### config.mk
export PLATFORM = sky130hd
export DESIGN_NAME = tbgp_ports
export DESIGN_NICKNAME = d
export VERILOG_FILES = /design/src/rtl/tbgp_pkg.sv /design/src/rtl/tbgp_pin_cell.sv /design/src/rtl/tbgp_pin_sync.sv /design/src/rtl/tbgp_ports.sv
export SDC_FILE = /design/constraint.sdc
export NUM_CORES = 1
export LEC_CHECK = 0
export ABC_CLOCK_PERIOD_IN_PS = 2100
export BUFFER_PORTS_ARGS = -buffer_cell sky130_fd_sc_hd__buf_4
export CAP_MARGIN = 20
export CORE_MARGIN = 5
export CORE_UTILIZATION = 47
export CTS_BUF_LIST = sky130_fd_sc_hd__clkbuf_4 sky130_fd_sc_hd__clkbuf_8 sky130_fd_sc_hd__clkbuf_16
export CTS_CLUSTER_DIAMETER = 150
export DETAILED_ROUTE_END_ITERATION = 10
export GPL_ROUTABILITY_DRIVEN = 0
export PLACE_DENSITY = 0.92
export REMOVE_ABC_BUFFERS = 1
export SYNTH_ARGS = -nofsm -noshare
export SYNTH_HDL_FRONTEND = slang
export SYNTH_HIERARCHICAL = 1
export SYNTH_SLANG_ARGS = --single-unit
### constraint.sdc
create_clock -name mclk -period 2.1 [get_ports mclk]
set_input_delay 0.42 -clock mclk [delete_from_list [all_inputs] [get_ports mclk]]
set_output_delay 0.42 -clock mclk [all_outputs]
set_load 0.005 [all_outputs]
### src/rtl/tbgp_pkg.sv
/*
  Holds the register map, field layout and reset values of the two-pin
  general-purpose ports.
  Assumes a 32-bit APB master that uses byte addresses four times the
  register index.
*/
package tbgp_pkg;

  // ----------------------------------------------------------------------
  // register indexes (byte address is four times the index)
  // ----------------------------------------------------------------------
  localparam logic [7:0] TBGP_PORT_D_PIN_DATA_IDX  = 8'h03;
  localparam logic [7:0] TBGP_PORT_E_PIN_DATA_IDX  = 8'h08;
  localparam logic [7:0] TBGP_PORT_D_DIRECTION_IDX = 8'h07;
  localparam logic [7:0] TBGP_PORT_E_DIRECTION_IDX = 8'h0c;

  localparam int unsigned TBGP_ADDR_WIDTH  = 12;
  localparam int unsigned TBGP_INDEX_SHIFT = 2;

  // ----------------------------------------------------------------------
  // field layout and widths
  // ----------------------------------------------------------------------
  localparam int unsigned TBGP_PORT_PINS   = 2;
  localparam int unsigned TBGP_REG_WIDTH   = 8;
  localparam int unsigned TBGP_DATA_WIDTH  = 32;
  localparam int unsigned TBGP_RECEIVE_BIT = 1;
  localparam int unsigned TBGP_TRANSMIT_BIT = 0;
  localparam int unsigned TBGP_ELS_WIDTH   = 2;

  // ----------------------------------------------------------------------
  // reset values
  // ----------------------------------------------------------------------
  localparam logic [1:0]  TBGP_DIRECTION_RESET = 2'h0;
  localparam logic [1:0]  TBGP_PIN_OUT_RESET   = 2'h0;
  localparam logic [31:0] TBGP_READ_ZERO       = 32'h0000_0000;
  localparam logic [1:0]  TBGP_ELS_DISABLED    = 2'h0;
  localparam logic        TBGP_SYNC_RESET      = 1'b0;

  typedef enum logic [1:0] {
    TBGP_REG_PORT_D_DATA,
    TBGP_REG_PORT_E_DATA,
    TBGP_REG_PORT_D_DIR,
    TBGP_REG_PORT_E_DIR
  } tbgp_reg_type;

endpackage

### src/rtl/tbgp_pin_cell.sv
/*
  Combinational steering for one shared port pin: drive, enable and the
  value a data read returns.
  Assumes the alternate unit's take-over, drive and enable come from
  logic on mclk.
*/
module tbgp_pin_cell
  import tbgp_pkg::*;
(
  input  wire logic direction_bit,
  input  wire logic latch_bit,
  input  wire logic alt_active,
  input  wire logic alt_out,
  input  wire logic alt_oe,
  input  wire logic pin_level,
  output logic      next_pin_out,
  output logic      next_pin_oe,
  output logic      read_bit
);

  // ----------------------------------------------------------------------
  // pin drive
  // ----------------------------------------------------------------------
  always_comb begin
    if (alt_active) begin
      next_pin_out = alt_out;
      next_pin_oe  = alt_oe;
    end else begin
      next_pin_out = latch_bit;
      next_pin_oe  = direction_bit;
    end
  end

  // ----------------------------------------------------------------------
  // read-back
  // ----------------------------------------------------------------------
  // direction keeps choosing latch or pin even under take-over
  always_comb begin
    read_bit = direction_bit ? latch_bit : pin_level;
  end

endmodule // tbgp_pin_cell

### src/rtl/tbgp_pin_sync.sv
/*
  Three-stage synchroniser with agreement filter for one pin level.
  Assumes the pin is asynchronous to mclk; output lags the pin by three
  to four enabled clocks.
*/
module tbgp_pin_sync
  import tbgp_pkg::*;
(
  input  wire logic mclk,
  input  wire logic rst,
  input  wire logic ce,
  input  wire logic pin_async,
  output logic      pin_level
);

  logic stage1;
  logic stage2;
  logic stage3;

  // ----------------------------------------------------------------------
  // stages
  // ----------------------------------------------------------------------
  // stage1 feeds only stage2, so no gate sees a metastable value
  always_ff @(posedge mclk) begin
    if (rst) begin
      stage1 <= TBGP_SYNC_RESET;
      stage2 <= TBGP_SYNC_RESET;
      stage3 <= TBGP_SYNC_RESET;
    end else if (ce) begin
      stage1 <= pin_async;
      stage2 <= stage1;
      stage3 <= stage2;
    end
  end

  // a change counts only once the second and third stages agree
  always_ff @(posedge mclk) begin
    if (rst) begin
      pin_level <= TBGP_SYNC_RESET;
    end else if (ce && (stage2 == stage3)) begin
      pin_level <= stage3;
    end
  end

endmodule // tbgp_pin_sync

### src/rtl/tbgp_ports.sv
/*
  Two two-pin general-purpose ports behind an APB slave. The first port
  is shared with two timer channels, the second with the serial unit's
  receive and transmit lines.
  Assumes an APB master on mclk, a timer and a serial unit on mclk that
  supply take-over and drive signals, and pad logic that resolves each
  pin from its output and enable.
*/
// Design decision made here: the APB interface to the registers.
// Functional notes
// - first port direction one drives the pin, zero makes it input.
// - reset clears both first port direction bits, all pins inputs.
// - first port read gives latch if direction one, pin level otherwise.
// - data writes with pstrb[0] set update the latches, whatever the direction.
// - writing an input pin's latch changes neither pin nor read value.
// - second port direction one drives the pin, zero makes it input.
// - reset clears both second port direction bits, all pins inputs.
// - reset leaves the second port data latches unchanged.
// - second port read gives latch if direction one, pin otherwise.
// - second port bit 1 is serial receive input while serial enabled.
// - second port bit 0 drives serial transmit while serial enabled.
// - under serial use direction only steers read-back, not the pin.
// - under timer use direction only steers read-back, not the pin.
// - timer edge/level select takes first port pins as channels.
module tbgp_ports
  import tbgp_pkg::*;
#(
  parameter int unsigned PINS = TBGP_PORT_PINS
)
(
  input  wire logic                       mclk,
  input  wire logic                       rst,
  input  wire logic                       ce,
  // apb slave
  input  wire logic                       psel,
  input  wire logic                       penable,
  input  wire logic                       pwrite,
  input  wire logic [TBGP_ADDR_WIDTH-1:0] paddr,
  input  wire logic [TBGP_DATA_WIDTH-1:0] pwdata,
  input  wire logic [3:0]                 pstrb,
  output logic [TBGP_DATA_WIDTH-1:0]      prdata,
  output logic                            pready,
  output logic                            pslverr,
  // first port pins
  input  wire logic [PINS-1:0]            first_port_pin_in,
  output logic [PINS-1:0]                 first_port_pin_out,
  output logic [PINS-1:0]                 first_port_pin_oe,
  // second port pins
  input  wire logic [PINS-1:0]            second_port_pin_in,
  output logic [PINS-1:0]                 second_port_pin_out,
  output logic [PINS-1:0]                 second_port_pin_oe,
  // first timer unit
  input  wire logic [2*PINS-1:0]          timer_edge_level_select,
  input  wire logic [PINS-1:0]            timer_compare_mode,
  input  wire logic [PINS-1:0]            timer_compare_out,
  output logic [PINS-1:0]                 timer_channel_pin,
  // async serial unit
  input  wire logic                       serial_interface_enable,
  input  wire logic                       serial_transmit_data,
  output logic                            serial_receive_data
);

  // ----------------------------------------------------------------------
  // storage
  // ----------------------------------------------------------------------
  logic [PINS-1:0] first_port_latch;
  logic [PINS-1:0] second_port_latch;
  logic [PINS-1:0] first_port_direction;
  logic [PINS-1:0] second_port_direction;

  logic [PINS-1:0] first_pin_level;
  logic [PINS-1:0] second_pin_level;

  logic [PINS-1:0] first_alt_active;
  logic [PINS-1:0] first_alt_out;
  logic [PINS-1:0] first_alt_oe;
  logic [PINS-1:0] second_alt_active;
  logic [PINS-1:0] second_alt_out;
  logic [PINS-1:0] second_alt_oe;

  logic [PINS-1:0] next_first_pin_out;
  logic [PINS-1:0] next_first_pin_oe;
  logic [PINS-1:0] next_second_pin_out;
  logic [PINS-1:0] next_second_pin_oe;
  logic [PINS-1:0] first_read;
  logic [PINS-1:0] second_read;

  // ----------------------------------------------------------------------
  // bus decode
  // ----------------------------------------------------------------------
  logic [7:0]                 bus_index;
  logic                       bus_aligned;
  logic                       bus_setup;
  logic                       bus_write;
  logic                       bus_lane0;
  logic                       hit_first_data;
  logic                       hit_second_data;
  logic                       hit_first_dir;
  logic                       hit_second_dir;
  logic                       hit_any;
  logic [TBGP_DATA_WIDTH-1:0] next_prdata;
  logic                       next_pslverr;
  logic                       err_flag;
  logic [PINS-1:0]            write_bits;

  assign bus_index = paddr[TBGP_INDEX_SHIFT+7:TBGP_INDEX_SHIFT];
  assign bus_aligned = (paddr[TBGP_INDEX_SHIFT-1:0] == '0) &&
                       (paddr[TBGP_ADDR_WIDTH-1:TBGP_INDEX_SHIFT+8] == '0);
  assign bus_setup = psel && !penable && ce;
  assign hit_first_data  = bus_aligned &&
                           (bus_index == TBGP_PORT_D_PIN_DATA_IDX);
  assign hit_second_data = bus_aligned &&
                           (bus_index == TBGP_PORT_E_PIN_DATA_IDX);
  assign hit_first_dir   = bus_aligned &&
                           (bus_index == TBGP_PORT_D_DIRECTION_IDX);
  assign hit_second_dir  = bus_aligned &&
                           (bus_index == TBGP_PORT_E_DIRECTION_IDX);
  assign hit_any = hit_first_data || hit_second_data ||
                   hit_first_dir || hit_second_dir;

  // no wait states; the access phase completes on its first enabled edge
  assign pready = ce;

  // write commits only at the completing edge of the access phase
  assign bus_write = psel && penable && pwrite && ce;
  assign bus_lane0 = pstrb[0];
  assign write_bits = pwdata[PINS-1:0];

  // ----------------------------------------------------------------------
  // read data, captured in the setup cycle
  // ----------------------------------------------------------------------
  // upper bits stay zero for every location
  always_comb begin
    next_prdata  = TBGP_READ_ZERO;
    next_pslverr = !hit_any;
    if (!pwrite) begin
      if (hit_first_data) begin
        next_prdata[PINS-1:0] = first_read;
      end else if (hit_second_data) begin
        next_prdata[PINS-1:0] = second_read;
      end else if (hit_first_dir) begin
        next_prdata[PINS-1:0] = first_port_direction;
      end else if (hit_second_dir) begin
        next_prdata[PINS-1:0] = second_port_direction;
      end
    end
  end

  always_ff @(posedge mclk) begin
    if (rst) begin
      prdata <= TBGP_READ_ZERO;
    end else if (bus_setup) begin
      prdata <= next_prdata;
    end
  end

  always_ff @(posedge mclk) begin
    if (rst) begin
      err_flag <= 1'b0;
    end else if (bus_setup) begin
      err_flag <= next_pslverr;
    end
  end

  assign pslverr = err_flag && psel && penable;

  // ----------------------------------------------------------------------
  // data latches
  // ----------------------------------------------------------------------
  // no reset term: a port reset must not disturb the latched levels
  always_ff @(posedge mclk) begin
    if (bus_write && bus_lane0 && hit_first_data) begin
      first_port_latch <= write_bits;
    end
  end

  always_ff @(posedge mclk) begin
    if (bus_write && bus_lane0 && hit_second_data) begin
      second_port_latch <= write_bits;
    end
  end

  // ----------------------------------------------------------------------
  // direction registers
  // ----------------------------------------------------------------------
  always_ff @(posedge mclk) begin
    if (rst) begin
      first_port_direction <= TBGP_DIRECTION_RESET;
    end else if (bus_write && bus_lane0 && hit_first_dir) begin
      first_port_direction <= write_bits;
    end
  end

  always_ff @(posedge mclk) begin
    if (rst) begin
      second_port_direction <= TBGP_DIRECTION_RESET;
    end else if (bus_write && bus_lane0 && hit_second_dir) begin
      second_port_direction <= write_bits;
    end
  end

  // ----------------------------------------------------------------------
  // alternate functions
  // ----------------------------------------------------------------------
  // any non-zero edge/level select hands the pin to the timer
  always_comb begin
    for (int i = 0; i < PINS; i++) begin
      first_alt_active[i] =
        timer_edge_level_select[i*TBGP_ELS_WIDTH +: TBGP_ELS_WIDTH] !=
        TBGP_ELS_DISABLED;
      first_alt_out[i] = timer_compare_out[i];
      first_alt_oe[i]  = timer_compare_mode[i];
    end
  end

  // receive pin is an input under serial use, transmit pin is driven
  always_comb begin
    second_alt_active = '0;
    second_alt_out    = '0;
    second_alt_oe     = '0;
    second_alt_active[TBGP_RECEIVE_BIT]  = serial_interface_enable;
    second_alt_active[TBGP_TRANSMIT_BIT] = serial_interface_enable;
    second_alt_out[TBGP_TRANSMIT_BIT]    = serial_transmit_data;
    second_alt_oe[TBGP_TRANSMIT_BIT]     = 1'b1;
  end

  assign timer_channel_pin   = first_pin_level;
  assign serial_receive_data = second_pin_level[TBGP_RECEIVE_BIT];

  // ----------------------------------------------------------------------
  // pin cells and synchronisers
  // ----------------------------------------------------------------------
  for (genvar g = 0; g < PINS; g++) begin : g_pin
    tbgp_pin_sync u_first_sync (
      .mclk      (mclk),
      .rst       (rst),
      .ce        (ce),
      .pin_async (first_port_pin_in[g]),
      .pin_level (first_pin_level[g])
    );

    tbgp_pin_sync u_second_sync (
      .mclk      (mclk),
      .rst       (rst),
      .ce        (ce),
      .pin_async (second_port_pin_in[g]),
      .pin_level (second_pin_level[g])
    );

    tbgp_pin_cell u_first_cell (
      .direction_bit (first_port_direction[g]),
      .latch_bit     (first_port_latch[g]),
      .alt_active    (first_alt_active[g]),
      .alt_out       (first_alt_out[g]),
      .alt_oe        (first_alt_oe[g]),
      .pin_level     (first_pin_level[g]),
      .next_pin_out  (next_first_pin_out[g]),
      .next_pin_oe   (next_first_pin_oe[g]),
      .read_bit      (first_read[g])
    );

    tbgp_pin_cell u_second_cell (
      .direction_bit (second_port_direction[g]),
      .latch_bit     (second_port_latch[g]),
      .alt_active    (second_alt_active[g]),
      .alt_out       (second_alt_out[g]),
      .alt_oe        (second_alt_oe[g]),
      .pin_level     (second_pin_level[g]),
      .next_pin_out  (next_second_pin_out[g]),
      .next_pin_oe   (next_second_pin_oe[g]),
      .read_bit      (second_read[g])
    );
  end

  // ----------------------------------------------------------------------
  // registered pin drive
  // ----------------------------------------------------------------------
  // registering costs one clock of latency but keeps pads glitch free
  always_ff @(posedge mclk) begin
    if (rst) begin
      first_port_pin_oe  <= TBGP_DIRECTION_RESET;
      first_port_pin_out <= TBGP_PIN_OUT_RESET;
    end else if (ce) begin
      first_port_pin_oe  <= next_first_pin_oe;
      first_port_pin_out <= next_first_pin_out;
    end
  end

  // latch loaded before the direction flip gives a clean first level
  always_ff @(posedge mclk) begin
    if (rst) begin
      second_port_pin_oe  <= TBGP_DIRECTION_RESET;
      second_port_pin_out <= TBGP_PIN_OUT_RESET;
    end else if (ce) begin
      second_port_pin_oe  <= next_second_pin_oe;
      second_port_pin_out <= next_second_pin_out;
    end
  end

endmodule // tbgp_ports
==> metrics.md <==
| Metric | Value |
|---|---|
| CTS clk-pin slew, worst paths | `70 ps` |
| Reg2reg start | `first_port_direction[1]` |
| Worst Path Arrival | `between 1000 and 1500 ps` |
| Unique masters post-synth | `35` |
| Initial antenna violation count | `0` |
| Core area | `approximately 4000 µm²` |
| Area Growth Syn to Fin | `18.5%` |
| Synthesized flop and latch total | `35` |
| Synth top area cells | `dfxtp_1, buf_4, mux2i_1, mux2_2, edfxtp_1` |
| Post-Syn Area | `~2000 µm²` |
| Worst setup path class | `input port to output port` |
| Die width | `about 75 µm` |
| Leading area contributor after synthesis | `dfxtp_1` |
| Vias per cell | `between 4 and 5` |
| Slowest cell delay on critical path | `360 ps` |
| Worst setup path end | `pready` |
| Fillcell total | `roughly 370` |
| HPWL Detailed | `about 2900 µm` |
| First-pass DRT Iterations | `4` |
| Largest net degree at the start of global routing | `38` |
| EDFF count, synth | `4` |
| H-tree levels | `2` |
| Root Buffer | `clkbuf_8` |
| Share of layout cells above drive strength 1 | `35.1%` |
| Max Transition Viols Final | `0` |
| Crit path cell chain | `buf_4, buf_4, buf_4` |
| Iter 0 DRT Violations | `87` |
| Worst setup path start | `ce` |
| Ant diodes | `0` |
| Yosys Warn Count | `6` |
| Static Leak | `1.03 nW` |
| Max-cap violations | `0` |
| Sw Share | `a little under a quarter` |
| Gate Count Post-Synth | `196` |
| Hold buffer count at cts | `0` |
| Syn avg cell area | `9.98 µm²` |
| Post-synth top cells | `buf_4, dfxtp_1, nor2_1` |
| Reg-to-Reg End | `prdata[1]` |
| Levels on crit path | `3` |
| Worst skew pair latency | `a little under 300 ps` |
| CTS Buf Count | `5` |
| Fin nets | `314` |
| Worst setup EP type | `output port` |
| Register share of total power | `52.5%` |
| Hold Fails Final Rpt | `0` |
| Synth top area share | `31.7%` |
| Setup Fix Bufs, Post-CTS | `0` |
| Main synth FF type | `dfxtp_1` |
| First-pass GRT wire length | `just over 6000 µm` |
| Fmax | `656 MHz` |
| CP Max Fanout | `29` |
| RSZ-0062 raised after global routing | `no` |
| Final wirelength | `around 3800 µm` |
| Io pins | `approximately 110` |
| Vias in the first global route | `1,377` |
| Vias | `1,423` |
| Worst vdd ir | `504 µV` |
| Setup TNS | `0 ps` |
| Initial Util | `approximately half` |
| WL/cell | `12.8 µm` |
| Net Sw Power | `0.316 mW` |
| Clk_skew | `6.60 ps` |
| DRC viols | `0` |
| Hold_ws | `335 ps` |
| Num rows | `23` |
| Reg2Reg Depth | `3` |
| Most frequent CP cell | `buf_4` |
| Seq/Total Area, Yosys | `37.9%` |
| Final Setup Violations | `0` |
| Hold Crit Start | `pwdata[1]` |
| Post-route clock period utilization | `just over 70%` |
| FFs w/ async S/R, synth | `0%` |
| Pwr dens | `approximately 580 nW/µm²` |
| Number of buffers added on ports | `49` |
| Die area | `5550 µm²` |
| Detail Route Antenna Nets | `0` |
| Period minus WS final | `1520 ps` |
| HP Class | `input port to flip-flop` |
| Crit-path slowest cell | `buf_4` |
| Total global routing overflow | `0` |
| Internal cell power | `1.03 mW` |
| DIE HEIGHT | `74.5 µm` |
| Outcome | `finished, final reports clean` |
| Power share of the clock group | `33.6%` |
| Worst Path Buf+Inv | `3` |
| Top delay family on crit path | `buffers and inverters` |
| Clock Tree Buf Depth | `2` |
| Clock sinks | `35` |
| Tot GR Track Use | `14.2%` |
| TritonCTS clock tree | `done` |
| Comb pwr share | `14.0%` |
| CP startpoint kind | `input port` |
| Reg2reg setup slack | `620 ps` |
| Data required time of the critical path | `1680 ps` |
| Post_cts resized | `0` |
==> worst min-delay path by stage <==
stage,endpoint,slack (ps),cells past startpoint
after global placement,prdata[1],460,1
after CTS,first_port_latch[0],330,1
after detailed placement,prdata[0],470,1
after global routing,first_port_latch[0],320,1
after floorplan,g_pin[0].u_first_sync/stage1,460,2
final,first_port_latch[1],340,1
==> worst reg2reg max path, stage by stage (launching register included) <==
cell     delay (ps)
dfxtp_1         400
mux2_2          370
or3_1           360
a32o_1          260
==> per-layer routing <==
layer  vias to the layer above  part of all wire [%]  track usage [%]
met5                         -                     0                0
li1                        707                     -                -
met3                         8                    12             5.54
met2                        58                    50             24.4
met4                         0                   1.4             5.14
met1                       650                    37             15.9
==> cell type report <==
class                   instances  area, µm²  share of cell area (%)
multi-input cells             149       1040                    44.9
clock buffers                   6       76.3                    3.29
flip-flops and latches         35        741                    31.9
repair buffers                 51        383                    16.5
well taps                      50       62.6                    2.70
inverters                       4       15.0                   0.647
==> stage by stage <==
| step | instance area [µm²] | cells | utilization [%] | total power, mW | worst slack (ps) |
|---|---|---|---|---|---|
| detailed placement | 2240 | 289 | 55.7 | 0.908 | 336 |
| global route | 2320 | 295 | 57.6 | 1.41 | 530 |
| CTS | 2320 | 295 | 57.6 | 1.37 | 560 |
| finish | 2320 | 295 | 57.6 | 1.34 | 576 |
| floorplan | 1800 | 188 | - | 0.799 | 604 |
| global placement | 2240 | 289 | 55.7 | 0.902 | 347 |
==> cells in the final DEF (no fill, tap or decap), types with 2 or more instances in the layout <==
master	instances
a32oi_1	2
nor2b_4	4
mux2i_1	22
inv_1	4
a21oi_1	6
nor4_4	2
mux2_2	12
nor2b_1	2
o21ai_1	2
o32ai_2	4
dfxtp_1	31
buf_4	51
edfxtp_1	4
or2_2	3
a32o_1	2
nand2_1	4
nand2b_1	8
o21ai_0	4
or3_1	2
clkbuf_8	5
nor2_1	24
nor3_1	3
conb_1	33
==> logic make-up after synthesis <==
family,count (synthesis),synth area share [%]
other,2,0.384
muxes,34,18.2
and+or+nand+nor,62,20.5
buffers and inverters,43,14.8
AOI/OAI and AO/OA,20,8.31
DFF,35,37.9
==> power groups by stage <==
stage / Clock (mW) / Combinational (mW) / Sequential [mW]
after global placement: 0 / 0.183 / 0.719
after global routing: 0.498 / 0.209 / 0.707
after CTS: 0.473 / 0.188 / 0.705
final: 0.451 / 0.187 / 0.705
after floorplan: 0 / 0.0797 / 0.719
after detailed placement: 0 / 0.188 / 0.720
(Power assumes the default switching activity.)
